**src/design/timer16_pkg.sv**
```systemverilog
package timer16_pkg;

    localparam int unsigned CW = 16;
    localparam int unsigned AW = 8;

    // register byte offsets
    localparam logic [AW-1:0] OFS_TIMER_CTRL_A      = 8'h00;
    localparam logic [AW-1:0] OFS_COUNT_VALUE       = 8'h04;
    localparam logic [AW-1:0] OFS_CHAN_A_COMPARE    = 8'h08;
    localparam logic [AW-1:0] OFS_CHAN_B_COMPARE    = 8'h0C;
    localparam logic [AW-1:0] OFS_CAPTURE_VALUE     = 8'h10;
    localparam logic [AW-1:0] OFS_TIMER_FLAG_REG    = 8'h14;
    localparam logic [AW-1:0] OFS_WAVE_PIN_DIR      = 8'h18;

    // timer_ctrl_a field positions
    localparam int unsigned MODE_LSB  = 0;
    localparam int unsigned ACT_A_LSB = 4;
    localparam int unsigned ACT_B_LSB = 6;
    localparam int unsigned PSC_LSB   = 8;
    localparam logic [CW-1:0] CTRL_MASK = 16'h07FF;

    // timer_flag_reg bit positions
    localparam int unsigned FLG_OVF = 0;
    localparam int unsigned FLG_MA  = 1;
    localparam int unsigned FLG_MB  = 2;
    localparam int unsigned FLG_CAP = 3;

    // wave_mode_select codes
    localparam logic [3:0] MODE_NORMAL   = 4'h0;
    localparam logic [3:0] MODE_CTC_CMP  = 4'h4;
    localparam logic [3:0] MODE_FPWM_8   = 4'h5;
    localparam logic [3:0] MODE_FPWM_9   = 4'h6;
    localparam logic [3:0] MODE_FPWM_10  = 4'h7;
    localparam logic [3:0] MODE_CTC_CAP  = 4'hC;
    localparam logic [3:0] MODE_FPWM_CAP = 4'hE;
    localparam logic [3:0] MODE_FPWM_CMP = 4'hF;

    // compare_output_action codes
    localparam logic [1:0] ACT_NONE   = 2'h0;
    localparam logic [1:0] ACT_TOGGLE = 2'h1;
    localparam logic [1:0] ACT_CLEAR  = 2'h2;
    localparam logic [1:0] ACT_SET    = 2'h3;

    // fixed tops and counter extremes
    localparam logic [CW-1:0] TOP_8BIT  = 16'h00FF;
    localparam logic [CW-1:0] TOP_9BIT  = 16'h01FF;
    localparam logic [CW-1:0] TOP_10BIT = 16'h03FF;
    localparam logic [CW-1:0] CNT_MAX   = 16'hFFFF;
    localparam logic [CW-1:0] CNT_BOT   = 16'h0000;

    // prescale select codes 1..5 give divide by 1, 8, 64, 256, 1024
    localparam int unsigned PSW = 10;
    localparam logic [PSW-1:0] PSC_MASK_1    = 10'h000;
    localparam logic [PSW-1:0] PSC_MASK_8    = 10'h007;
    localparam logic [PSW-1:0] PSC_MASK_64   = 10'h03F;
    localparam logic [PSW-1:0] PSC_MASK_256  = 10'h0FF;
    localparam logic [PSW-1:0] PSC_MASK_1024 = 10'h3FF;

    localparam logic [1:0] RESP_OKAY   = 2'h0;
    localparam logic [1:0] RESP_SLVERR = 2'h2;

    typedef struct packed {
        logic [1:0] out;
        logic [1:0] oe;
    } wave_pins_t;

    typedef struct packed {
        logic [CW-1:0]  ctrl;
        logic [CW-1:0]  cnt;
        logic [CW-1:0]  cmp_a;
        logic [CW-1:0]  cmp_b;
        logic [CW-1:0]  buf_a;
        logic [CW-1:0]  buf_b;
        logic [CW-1:0]  cap;
        logic [3:0]     flags;
        logic [1:0]     dir;
        logic [1:0]     oc;
        logic           block;
        logic [PSW-1:0] psc;
        logic           aw_full;
        logic [AW-1:0]  aw_addr;
        logic           w_full;
        logic [31:0]    w_data;
        logic [3:0]     w_strb;
        logic           bvalid;
        logic [1:0]     bresp;
        logic           rvalid;
        logic [31:0]    rdata;
        logic [1:0]     rresp;
    } state_t;

    localparam state_t STATE_RST = '0;

endpackage

```
**src/design/timer16_waveform_modes.sv**
```systemverilog
// The implementer's own choices: the AXI4-Lite interface to the registers and the placing of the registers.
`timescale 1ns/1ps
// Notes on behaviour
// RULE_01 - only mode select shapes counting
// RULE_02 - non-PWM: action sets, clears or toggles on match
// RULE_03 - mode 0x0 counts up, wraps 0xFFFF to 0x0000
// RULE_04 - normal: overflow flag as count becomes zero
// RULE_05 - normal: counter may be loaded any time
// RULE_06 - clear-on-match at TOP: A compare (0x4) or capture (0xC)
// RULE_07 - clear-on-match TOP acts at once; low TOP wraps first
// RULE_08 - clear-on-match flags A or capture at TOP
// RULE_09 - clear-on-match action 0x1 toggles channel A
// RULE_10 - pin driven only while direction bit is set
// RULE_11 - clear-on-match: overflow flag on max to 0x0000
// RULE_12 - 0x5, 0x6, 0x7, 0xE, 0xF: fast PWM up to TOP
// RULE_13 - fast PWM TOP 0x00FF/0x01FF/0x03FF, capture or A
// RULE_14 - fast PWM clears on tick after TOP match
// RULE_15 - fast PWM: match and BOTTOM set opposite levels
// RULE_16 - actions 0x2 and 0x3 pick PWM polarity
// RULE_17 - fast PWM: overflow and TOP flag at TOP
// RULE_18 - fixed TOP masks compare writes
// RULE_19 - fast PWM compare writes buffered until TOP
// RULE_20 - capture TOP acts at once; low TOP wraps first
// RULE_21 - software keeps TOP at or above compares
// RULE_22 - register TOP from 0x0003 to 0xFFFF
// RULE_23 - tick divides by 1, 8, 64, 256 or 1024
// RULE_24 - action zero leaves compare state alone
// RULE_25 - match flag at next tick; write one clears
// RULE_26 - reset clears compare state
// RULE_27 - state advances only on prescaler ticks
module timer16_waveform_modes
    import timer16_pkg::*;
#(
    parameter logic [1:0] PWM_INVERT_ACTION = ACT_CLEAR
) (
    // clock and reset
    input  wire logic           aclk,
    input  wire logic           aresetn,
    // axi4-lite write address
    input  wire logic [AW-1:0]  s_axi_awaddr,
    input  wire logic [2:0]     s_axi_awprot,
    input  wire logic           s_axi_awvalid,
    output      logic           s_axi_awready,
    // axi4-lite write data
    input  wire logic [31:0]    s_axi_wdata,
    input  wire logic [3:0]     s_axi_wstrb,
    input  wire logic           s_axi_wvalid,
    output      logic           s_axi_wready,
    // axi4-lite write response
    output      logic [1:0]     s_axi_bresp,
    output      logic           s_axi_bvalid,
    input  wire logic           s_axi_bready,
    // axi4-lite read address
    input  wire logic [AW-1:0]  s_axi_araddr,
    input  wire logic [2:0]     s_axi_arprot,
    input  wire logic           s_axi_arvalid,
    output      logic           s_axi_arready,
    // axi4-lite read data
    output      logic [31:0]    s_axi_rdata,
    output      logic [1:0]     s_axi_rresp,
    output      logic           s_axi_rvalid,
    input  wire logic           s_axi_rready,
    // port pins shared with the compare outputs
    input  wire logic [1:0]     port_data,
    output      wave_pins_t     wave_pins,
    // compare state and flags seen directly
    output      logic [1:0]     chan_wave_out,
    output      logic [3:0]     timer_flags
);

    state_t s_q;
    state_t s_d;

    ////////////////////////////////////////////////////////////////////////////////

    function automatic logic [CW-1:0] merge16(input logic [CW-1:0] old,
                                              input logic [31:0]   data,
                                              input logic [3:0]    strb);
        logic [CW-1:0] r;
        r = old;
        if (strb[0]) begin
            r[7:0] = data[7:0];
        end
        if (strb[1]) begin
            r[15:8] = data[15:8];
        end
        return r;
    endfunction

    function automatic logic is_fpwm(input logic [3:0] m);
        return (m == MODE_FPWM_8) || (m == MODE_FPWM_9) || (m == MODE_FPWM_10) ||
               (m == MODE_FPWM_CAP) || (m == MODE_FPWM_CMP);
    endfunction

    // low-bit mask for fixed tops, all ones otherwise
    function automatic logic [CW-1:0] fixed_mask(input logic [3:0] m);
        unique case (m)
            MODE_FPWM_8:  return TOP_8BIT;
            MODE_FPWM_9:  return TOP_9BIT;
            MODE_FPWM_10: return TOP_10BIT;
            default:      return CNT_MAX;
        endcase
    endfunction

    function automatic logic psc_tick(input logic [2:0]     sel,
                                      input logic [PSW-1:0] cnt);
        logic [PSW-1:0] m;
        logic           run;
        m   = PSC_MASK_1;
        run = 1'b1;
        unique case (sel)
            3'h1:    m = PSC_MASK_1;
            3'h2:    m = PSC_MASK_8;
            3'h3:    m = PSC_MASK_64;
            3'h4:    m = PSC_MASK_256;
            3'h5:    m = PSC_MASK_1024;
            default: run = 1'b0;
        endcase
        return run && ((cnt & m) == m);
    endfunction

    ////////////////////////////////////////////////////////////////////////////////

    logic [3:0]    mode;
    logic [1:0]    act [2];
    logic          tick;
    logic          pwm;
    logic [CW-1:0] top;
    logic          top_hit;
    logic [1:0]    hit;
    logic          do_wr;
    logic [AW-1:0] ra;
    logic [CW-1:0] wv;
    logic [3:0]    set_flags;

    always_comb begin
        s_d       = s_q;
        mode      = s_q.ctrl[MODE_LSB +: 4];
        act[0]    = s_q.ctrl[ACT_A_LSB +: 2];
        act[1]    = s_q.ctrl[ACT_B_LSB +: 2];
        pwm       = is_fpwm(mode);
        set_flags = 4'h0;
        ra        = s_axi_araddr;
        wv        = CNT_BOT;

        // free prescaler
        s_d.psc = s_q.psc + 10'h001;
        // RULE_23 prescale tap
        tick = psc_tick(s_q.ctrl[PSC_LSB +: 3], s_q.psc);

        // RULE_06 RULE_13 RULE_22 top choice
        unique case (mode)
            MODE_CTC_CMP, MODE_FPWM_CMP: top = s_q.cmp_a;
            MODE_CTC_CAP, MODE_FPWM_CAP: top = s_q.cap;
            MODE_FPWM_8:                 top = TOP_8BIT;
            MODE_FPWM_9:                 top = TOP_9BIT;
            MODE_FPWM_10:                top = TOP_10BIT;
            default:                     top = CNT_MAX;
        endcase
        // RULE_07 RULE_20 unbuffered top, exact match only
        top_hit = (s_q.cnt == top);
        // a count write blocks matches for one tick
        hit[0] = (s_q.cnt == s_q.cmp_a) && !s_q.block;
        hit[1] = (s_q.cnt == s_q.cmp_b) && !s_q.block;

        ////////////////////////////////////////////////////////////////////////////
        // timer step, only on ticks

        // RULE_27 tick gating
        if (tick) begin
            s_d.block = 1'b0;
            // RULE_25 match flags
            set_flags[FLG_MA] = hit[0];
            set_flags[FLG_MB] = hit[1];
            if (pwm) begin
                // RULE_12 RULE_14 single slope
                if (top_hit && !s_q.block) begin
                    s_d.cnt = CNT_BOT;
                    // RULE_17 overflow and top flags
                    set_flags[FLG_OVF] = 1'b1;
                    if (mode == MODE_FPWM_CAP) begin
                        set_flags[FLG_CAP] = 1'b1;
                    end
                    if (mode == MODE_FPWM_CMP) begin
                        set_flags[FLG_MA] = 1'b1;
                    end
                    // RULE_19 buffer copy at top
                    s_d.cmp_a = s_q.buf_a;
                    s_d.cmp_b = s_q.buf_b;
                end else begin
                    s_d.cnt = s_q.cnt + 16'h0001;
                end
            end else if (mode == MODE_CTC_CMP || mode == MODE_CTC_CAP) begin
                // RULE_06 clear at top
                if (top_hit && !s_q.block) begin
                    s_d.cnt = CNT_BOT;
                    // RULE_08 top flag
                    if (mode == MODE_CTC_CAP) begin
                        set_flags[FLG_CAP] = 1'b1;
                    end else begin
                        set_flags[FLG_MA] = 1'b1;
                    end
                end else begin
                    s_d.cnt = s_q.cnt + 16'h0001;
                end
                // RULE_11 overflow at max
                set_flags[FLG_OVF] = (s_q.cnt == CNT_MAX);
            end else begin
                // RULE_03 plain up count
                s_d.cnt = s_q.cnt + 16'h0001;
                // RULE_04 overflow on wrap
                set_flags[FLG_OVF] = (s_q.cnt == CNT_MAX);
            end

            // RULE_01 outputs only
            for (int i = 0; i < 2; i++) begin
                if (!pwm) begin
                    // RULE_02 RULE_09 non-pwm match action
                    if (hit[i]) begin
                        unique case (act[i])
                            ACT_TOGGLE: s_d.oc[i] = !s_q.oc[i];
                            ACT_CLEAR:  s_d.oc[i] = 1'b0;
                            ACT_SET:    s_d.oc[i] = 1'b1;
                            // RULE_24 no action
                            ACT_NONE:   s_d.oc[i] = s_q.oc[i];
                        endcase
                    end
                end else if (act[i] == ACT_TOGGLE) begin
                    // toggle only on a with a-defined top
                    if (i == 0 && mode == MODE_FPWM_CMP && hit[i]) begin
                        s_d.oc[i] = !s_q.oc[i];
                    end
                end else if (act[i] != ACT_NONE) begin
                    // RULE_15 RULE_16 polarity on match then bottom
                    if (hit[i]) begin
                        s_d.oc[i] = (act[i] == PWM_INVERT_ACTION);
                    end
                    // bottom wins: compare at top is constant
                    if (top_hit && !s_q.block) begin
                        s_d.oc[i] = (act[i] != PWM_INVERT_ACTION);
                    end
                end
            end
        end

        ////////////////////////////////////////////////////////////////////////////
        // axi4-lite write side

        if (s_axi_awvalid && !s_q.aw_full) begin
            s_d.aw_full = 1'b1;
            s_d.aw_addr = s_axi_awaddr;
        end
        if (s_axi_wvalid && !s_q.w_full) begin
            s_d.w_full = 1'b1;
            s_d.w_data = s_axi_wdata;
            s_d.w_strb = s_axi_wstrb;
        end
        if (s_axi_bvalid && s_axi_bready) begin
            s_d.bvalid = 1'b0;
        end

        do_wr = s_q.aw_full && s_q.w_full && !s_q.bvalid;
        if (do_wr) begin
            s_d.aw_full = 1'b0;
            s_d.w_full  = 1'b0;
            s_d.bvalid  = 1'b1;
            s_d.bresp   = RESP_OKAY;
            unique case (s_q.aw_addr)
                OFS_TIMER_CTRL_A: begin
                    s_d.ctrl = merge16(s_q.ctrl, s_q.w_data, s_q.w_strb) & CTRL_MASK;
                end
                OFS_COUNT_VALUE: begin
                    // RULE_05 load any time, wins over the tick
                    s_d.cnt   = merge16(s_q.cnt, s_q.w_data, s_q.w_strb);
                    s_d.block = 1'b1;
                end
                OFS_CHAN_A_COMPARE: begin
                    // RULE_18 fixed top mask
                    wv = merge16(s_q.buf_a, s_q.w_data, s_q.w_strb) & fixed_mask(mode);
                    s_d.buf_a = wv;
                    // RULE_19 direct only outside pwm
                    if (!pwm) begin
                        s_d.cmp_a = wv;
                    end
                end
                OFS_CHAN_B_COMPARE: begin
                    // RULE_18 fixed top mask
                    wv = merge16(s_q.buf_b, s_q.w_data, s_q.w_strb) & fixed_mask(mode);
                    s_d.buf_b = wv;
                    if (!pwm) begin
                        s_d.cmp_b = wv;
                    end
                end
                OFS_CAPTURE_VALUE: begin
                    // RULE_20 immediate top
                    s_d.cap = merge16(s_q.cap, s_q.w_data, s_q.w_strb);
                end
                OFS_TIMER_FLAG_REG: begin
                    // RULE_25 write one clears
                    if (s_q.w_strb[0]) begin
                        s_d.flags = s_q.flags & ~s_q.w_data[3:0];
                    end
                end
                OFS_WAVE_PIN_DIR: begin
                    if (s_q.w_strb[0]) begin
                        s_d.dir = s_q.w_data[1:0];
                    end
                end
                default: begin
                    s_d.bresp = RESP_SLVERR;
                end
            endcase
        end
        // hardware set beats w1c
        s_d.flags = s_d.flags | set_flags;

        ////////////////////////////////////////////////////////////////////////////
        // axi4-lite read side

        if (s_axi_rvalid && s_axi_rready) begin
            s_d.rvalid = 1'b0;
        end
        if (s_axi_arvalid && !s_q.rvalid) begin
            s_d.rvalid = 1'b1;
            s_d.rresp  = RESP_OKAY;
            s_d.rdata  = 32'h0000_0000;
            unique case (ra)
                OFS_TIMER_CTRL_A:   s_d.rdata[CW-1:0] = s_q.ctrl;
                OFS_COUNT_VALUE:    s_d.rdata[CW-1:0] = s_q.cnt;
                OFS_CHAN_A_COMPARE: s_d.rdata[CW-1:0] = s_q.buf_a;
                OFS_CHAN_B_COMPARE: s_d.rdata[CW-1:0] = s_q.buf_b;
                OFS_CAPTURE_VALUE:  s_d.rdata[CW-1:0] = s_q.cap;
                OFS_TIMER_FLAG_REG: s_d.rdata[3:0]    = s_q.flags;
                OFS_WAVE_PIN_DIR:   s_d.rdata[1:0]    = s_q.dir;
                default:            s_d.rresp         = RESP_SLVERR;
            endcase
        end
    end

    ////////////////////////////////////////////////////////////////////////////////

    always_ff @(posedge aclk) begin
        if (!aresetn) begin
            // RULE_26 compare state cleared
            s_q <= STATE_RST;
        end else begin
            s_q <= s_d;
        end
    end

    ////////////////////////////////////////////////////////////////////////////////

    assign s_axi_awready = !s_q.aw_full;
    assign s_axi_wready  = !s_q.w_full;
    assign s_axi_bvalid  = s_q.bvalid;
    assign s_axi_bresp   = s_q.bresp;
    assign s_axi_arready = !s_q.rvalid;
    assign s_axi_rvalid  = s_q.rvalid;
    assign s_axi_rdata   = s_q.rdata;
    assign s_axi_rresp   = s_q.rresp;

    assign chan_wave_out = s_q.oc;
    assign timer_flags   = s_q.flags;

    // out from port unless an action is set
    // RULE_10 direction gate
    always_comb begin
        wave_pins.oe = s_q.dir;
        for (int i = 0; i < 2; i++) begin
            wave_pins.out[i] = (s_q.ctrl[ACT_A_LSB + 2*i +: 2] != ACT_NONE) ?
                               s_q.oc[i] : port_data[i];
        end
    end

endmodule

```
**config.mk**
```make
export PLATFORM = sky130hd
export DESIGN_NAME = timer16_waveform_modes
export DESIGN_NICKNAME = d
export VERILOG_FILES = /design/src/design/timer16_pkg.sv /design/src/design/timer16_waveform_modes.sv
export SDC_FILE = /design/constraint.sdc
export NUM_CORES = 1
export LEC_CHECK = 0
export ABC_AREA = 1
export BUFFER_PORTS_ARGS = -buffer_cell sky130_fd_sc_hd__buf_2
export CELL_PAD_IN_SITES_DETAIL_PLACEMENT = 2
export CELL_PAD_IN_SITES_GLOBAL_PLACEMENT = 2
export CORE_ASPECT_RATIO = 1.75
export CORE_UTILIZATION = 32
export DETAILED_ROUTE_END_ITERATION = 8
export HOLD_SLACK_MARGIN = 0.05
export PLACE_DENSITY = 0.8
export RECOVER_POWER = 100
export SYNTH_ARGS = -nofsm -noshare
export SYNTH_HDL_FRONTEND = slang
export SYNTH_SLANG_ARGS = --single-unit
```
**constraint.sdc**
```tcl
create_clock -name aclk -period 2.3 [get_ports aclk]
set_input_delay 0.23 -clock aclk [delete_from_list [all_inputs] [get_ports aclk]]
set_output_delay 0.23 -clock aclk [all_outputs]
set_load 0.01 [all_outputs]
```
Word-level counts from Yosys, hierarchy flattened. Cells that the tools add are included.

Add/sub/neg operators: 2. Multiply operators: 0. Div/mod/pow operators: 0. $lt $le $gt $ge: 0. Equality and inequality tests: 47. Shift operators: 0. Muxes and demuxes: 85. Bitwise operators: 7. Reductions and logical operators: 49.

Operator list (count): $mux W16 (15); $mux W8 (16); $mux W102 (1); $pmux W16 S5 (1); $mux W32 (2); $pmux W12 S5 (1); $eq A16 B16 Y1 (3); $eq A8 B5 Y1 const B (6); $mux W48 (1); $pmux W16 S3 (1); $pmux W10 S4 (1); $mux W35 (1); $and A16 B16 Y16 (2); $eq A8 B4 Y1 const B (4); $mux W1 (31); $add A16 B1 Y16 const B (1); $eq A16 B16 Y1 const B (1); $eq A4 B3 Y1 const B (4); $eq A8 B3 Y1 const B (2); $logic_not A8 Y1 (2); $reduce_and A3 Y1 (5); $pmux W2 S7 (1); $reduce_or A7 Y1 (2); $eq A4 B4 Y1 const B (3); 32 further kinds (83).

Flip-flop bits (word level): 176. Bits in latches: 0. Bits in writable memories: 0. Bits in read-only memories: 0. Bits of input ports: 67. Output and inout bits: 51. Logic and storage cells: 216. Memories kept: 0.

Logic depth before layout (Yosys ltp).
Depth after elaboration: 13. Depth in mapped cells: 21. Depth with buffers taken out: 18.

Worst setup path before layout. OpenSTA, ideal clock, no wires.

Path type: reg-to-reg. From: reg s_q (netlist bit mode[2]). To: reg s_q[198] in the netlist's numbering. Setup time: 0.110 ns. Data arrival time: 2.004 ns. Setup slack: 0.185 ns. Cell stages (with the launch flop): 22. Period minus slack after synthesis: 2.115 ns. Cells stage by stage: dfxtp_1 buf_4 nand2_2 inv_2 nand2_2 nand2_4 buf_6 nand2_1 nand2_1 nand2_1 nand2_1 nor2_1 nand2_1 nor2_2 nand3_4 nor2_1 nand2_1 buf_6 nand2_1 nand2_1 nand3_1 inv_1.

Word-level cells in the longest chain between the ends: 11. Elaborated cells between the ends (all ways): 23.

RTL lines: start: declaration (line timer16_waveform_modes.sv:71) `state_t s_q;`; start signal: assignment (line timer16_waveform_modes.sv:345) `s_q <= STATE_RST;`; start signal: assignment (line timer16_waveform_modes.sv:347) `s_q <= s_d;`; $eq A4 B4 Y1, or another cell as far along (line timer16_waveform_modes.sv:92, timer16_waveform_modes.sv:152); $reduce_or A2 Y1 (line timer16_waveform_modes.sv:152) `unique case (mode)`; $pmux W16 S5 (line timer16_waveform_modes.sv:152); $eq A16 B16 Y1 (line timer16_waveform_modes.sv:161) `top_hit = (s_q.cnt == top);`; $logic_and A1 B1 Y1 (line timer16_waveform_modes.sv:177, timer16_waveform_modes.sv:195); $mux W16 (line timer16_waveform_modes.sv:177, timer16_waveform_modes.sv:195); $mux W16 (line timer16_waveform_modes.sv:193) `end else if (mode == MODE_CTC_CMP || mode == MODE_CTC_CAP) begin`; $mux W16 (*) (line timer16_waveform_modes.sv:175) `if (pwm) begin`; $mux W48 (*) (line timer16_waveform_modes.sv:170) `if (tick) begin`; $mux W16 (line timer16_waveform_modes.sv:268) `unique case (s_q.aw_addr)`; $mux W102 (*) (line timer16_waveform_modes.sv:263) `if (do_wr) begin`.

Every way passes the cells marked *; elsewhere a longest branch is shown, timed or not. A chain may end at the register's enable or synchronous reset.

Worst setup path after layout.
From: reg s_q (netlist bit mode[2]). To: reg s_q[156] in the netlist's numbering.

Word-level cells in the longest chain between the ends: 11. Elaborated cells between the ends (all ways): 22.

RTL lines: $eq A4 B4 Y1, or another cell as far along (line timer16_waveform_modes.sv:92, timer16_waveform_modes.sv:152); $reduce_or A2 Y1 (line timer16_waveform_modes.sv:152); $pmux W16 S5 (line timer16_waveform_modes.sv:152); $eq A16 B16 Y1 (line timer16_waveform_modes.sv:161); $logic_and A1 B1 Y1 (line timer16_waveform_modes.sv:177) `if (top_hit && !s_q.block) begin`; $mux W32 (line timer16_waveform_modes.sv:177); $mux W32 (line timer16_waveform_modes.sv:175); $mux W48 (line timer16_waveform_modes.sv:170); $mux W16 (line timer16_waveform_modes.sv:290) `if (!pwm) begin`; $mux W16 (line timer16_waveform_modes.sv:268); $mux W102 (*) (line timer16_waveform_modes.sv:263).

Marked as above.

==> results.cfg <==
[status]
status = finished with violations
violations = negative setup slack

[routing]
wire_per_inst_microns = 34.1
ant_nets = 0
drcViolationCount = 0
vias_per_cell = 6.33
drtPass1Iterations = 6
wirelength_microns = 73600
vias = 13681
drt_iter0_markers = 1382

[clock_network]
cts_tree = yes
htreeDepth = 4
cts.sinks = 174
root_buffer = clkbuf_16
cts_made_buffers = 17
cts_buffer_depth = 2
clkTransAtPathRegs_ns = 0.08
clkLatencyLatePin_ns = 0.49

[worst_setup_path]
crit_required_ns = 2.72
worstPathArrival_ns = 3.81
r2r_cells = 19
setup.worst_path.class = flop to flop
r2r-start = mode[2]
critPathMaxFanout = 9
cp-end-kind = flop
r2r_slack_ns = -1.09
r2r_end = s_q[156]
crit_path_start_kind = flop

[synth]
synthesis.area_sq_um = 10100
synth_top_cell_by_area = dfxtp_1
ys_seq_area_share_pct = 34.5
synth_compound_area_share_pct = 17.7
yosysWarnings = 0
synthTopCellsByCount = nand2_1, nor2_1, dfxtp_1
synth_adder_area_share_pct = 0.496
synth_top_family_by_area = simple AND/OR/NAND/NOR gates
synth_edf_count = 0
synth_top_cell_area_share_pct = 34.5
synthXorXnorAreaFrac_pct = 1.91
synth.avg_cell_area_sq_um = 6.44
synthSimpleGateAreaFrac_pct = 32.1
muxShareOfSynthArea_pct = 0
ys_types = 43
synth-main-ff-cell = dfxtp_1
ys_async_sr_fraction_pct = 0
synth-seq-cells = 174
syn_inst = 1567
synth.area.top_cells = dfxtp_1, nand2_1, a21oi_1
synth_most_common_cell = nand2_1

[worst_hold_path]
hold_start = s_axi_wdata[9]
hold-path-cell-count = 3
worst_hold_path_type = primary input to flop
hold_end = s_q[51]

[floorplan]
start_util_pct = 32.7
ios = 118
die_x_microns = 136
die_h_microns = 237
core.rowCount = 85
dieArea_sq_um = 32300
core_sq_um = 30800

[power]
powerDensity_nw_per_um2 = 535
sequentialPowerShare_pct = 45.1
p_sw_uw = 2190
combPwrFrac_pct = 10.5
swShare_pct = 31.3
p_int_uw = 4820
pwr-share-clk_pct = 44.3
p_leak_uw = 0.00570
vdd_drop_max_uv = 750

[placement]
dp.cells = 2076
gp_congestion = 0.884
io_buffers = 75
placed_cell_area_sq_um = 11500
place_hpwl_microns = 38400
dp_slack_ns = -0.479

[grt]
grt_util_met1_pct = 37.8
antenna_found_initial = 6
gr-total-overflow = 0
grt_pass1_wl_microns = 90900
grt_max_degree = 55
grtUsageMet3_pct = 7.30
grtUsageMet2_pct = 68.2
grt_pass1_vias = 14372
grt.busiest_layer = met2
grt_usage_pct = 38.8

[finish]
final_nets = 1829
num_antenna_cells = 0
final_cells = 2162
drive_above_1_share_pct = 22.2
postLayoutCellArea_sq_um = 13100
syn2layout_area_growth_pct = 29.9

[sta]
fin_hold_ws_ns = 0.0600
fmax_mhz = 295
finalWorstSetupSlack_ns = -1.09
setup_violations = 127
rsz0062_at_grt = true
finalSetupTns_ns = -55.49
finalCritPeriodShare_pct = 147
relSlewSlack_pct = 21.6
hold_violations = 0
fin_crit_ns = 3.39
tightest_slew_ns = 1.18
finalClockSkew_ns = 0.0136
maxSlewViolCount = 0

[run]
maxCapViolations = 0
[logic make-up after synthesis]
kind of cell             after synthesis
other                                  1
AND/OR/NAND/NOR                      755
AO/OA/AOI/OAI                        326
flip-flops                           174
buffers and inverters                285
XOR/XNOR                              22
adder cells (fa/ha/maj)                4
[worst max-delay path by stage]
stage	startpoint	end	slack, ns	depth (start not counted)
2_1_floorplan	mode[2]	s_q[198]	0.19	21
3_3_place_gp	mode[0]	chan_wave_out[1]	-0.32	19
3_5_place_dp	mode[2]	s_q[176]	-0.48	18
4_1_cts	mode[2]	s_q[175]	-0.28	19
5_1_grt	mode[2]	s_q[156]	-1.07	19
6_report	mode[2]	s_q[156]	-1.09	19
[per-layer routing]
layer / vias up / part of all wire, %
li1: 5460 / -
met1: 6750 / 33
met2: 956 / 48
met3: 505 / 7.5
met4: 10 / 11
met5: - / 0.075
[final cells by class]
class                      instances  area [sq um]
fill                            3609         17700
multi-input combinational       1126          5780
sequential                       174          3500
timing repair buffer             270          2110
inverter                         169           652
tap                              391           489
clock buffer                      18           439
clock inverter                    14           135
[repair_timing]
item | CTS | global route
buffers inserted | 13 | 21
setup endpoints to repair | 62 | 111
pin swaps | 11 | 37
gates cloned | 2 | 2
gates resized for setup | 70 | 104
hold buffers | 17 | 0
endpoints found under the hold margin | 17 | 0
[worst max-delay path, stage by stage, from the launching register on]
cell and delay (ns):
dfxtp_4 0.43, inv_4 0.07, nor2_4 0.19, buf_4 0.17, nand2_8 0.09, nand2_1 0.31, inv_2 0.13, nand4_1 0.20
nand2_1 0.11, nor2_1 0.13, nand2_2 0.08, nor2_4 0.16, nand3_4 0.11, buf_6 0.15, nor2_8 0.21, buf_12 0.17
nand3_1 0.09, nand3_1 0.27, nand2_1 0.12, inv_1 0.08
[flip-flops by register name, indices dropped and copies added (netlist names)]
signal / cells
act: 4
timer_flags: 4
s_q: 138
wave_pins: 2
s_axi_bvalid: 1
mode: 4
s_axi_rdata: 16
chan_wave_out: 2
s_axi_rresp: 1
s_axi_rvalid: 1
s_axi_bresp: 1
[layout by cell type, fill, tap and decap left out, types with 5 or more instances in the layout]
master / count
a211oi_2: 5
inv_2: 12
nor3_1: 31
a211oi_1: 11
buf_2: 43
buf_12: 12
o22ai_1: 11
nand3_2: 19
o21ai_0: 117
inv_1: 148
dlygate4sd3_1: 17
nor2_4: 9
a31oi_1: 5
dfxtp_1: 170
nor2_2: 18
a21oi_2: 7
nand2_2: 45
nand2_1: 326
xor2_1: 12
buf_6: 20
nand4_1: 26
nand3_1: 94
xnor2_1: 10
a21oi_1: 141
nor2_1: 160
a221oi_1: 11
clkbuf_16: 19
conb_1: 18
o2111ai_1: 9
clkinvlp_4: 6
buf_4: 136
clkbuf_1: 37
nand2_4: 9
[per-stage QoR]
stage / util [%] / power, uW
after floorplan: - / 3540
after CTS: 40.9 / 6770
final: 42.5 / 7010
after global routing: 42.5 / 7090
after detailed placement: 37.3 / 3800
after global placement: 37.3 / 3760
[power groups by stage]
stage	Combinational (uW)	Sequential, uW	Clock, uW
floorplan	351	3190	0
global placement	555	3210	0
detailed placement	582	3210	0
CTS	630	3140	3000
global route	755	3160	3180
finish	740	3160	3110
(Power assumes the default switching activity.)
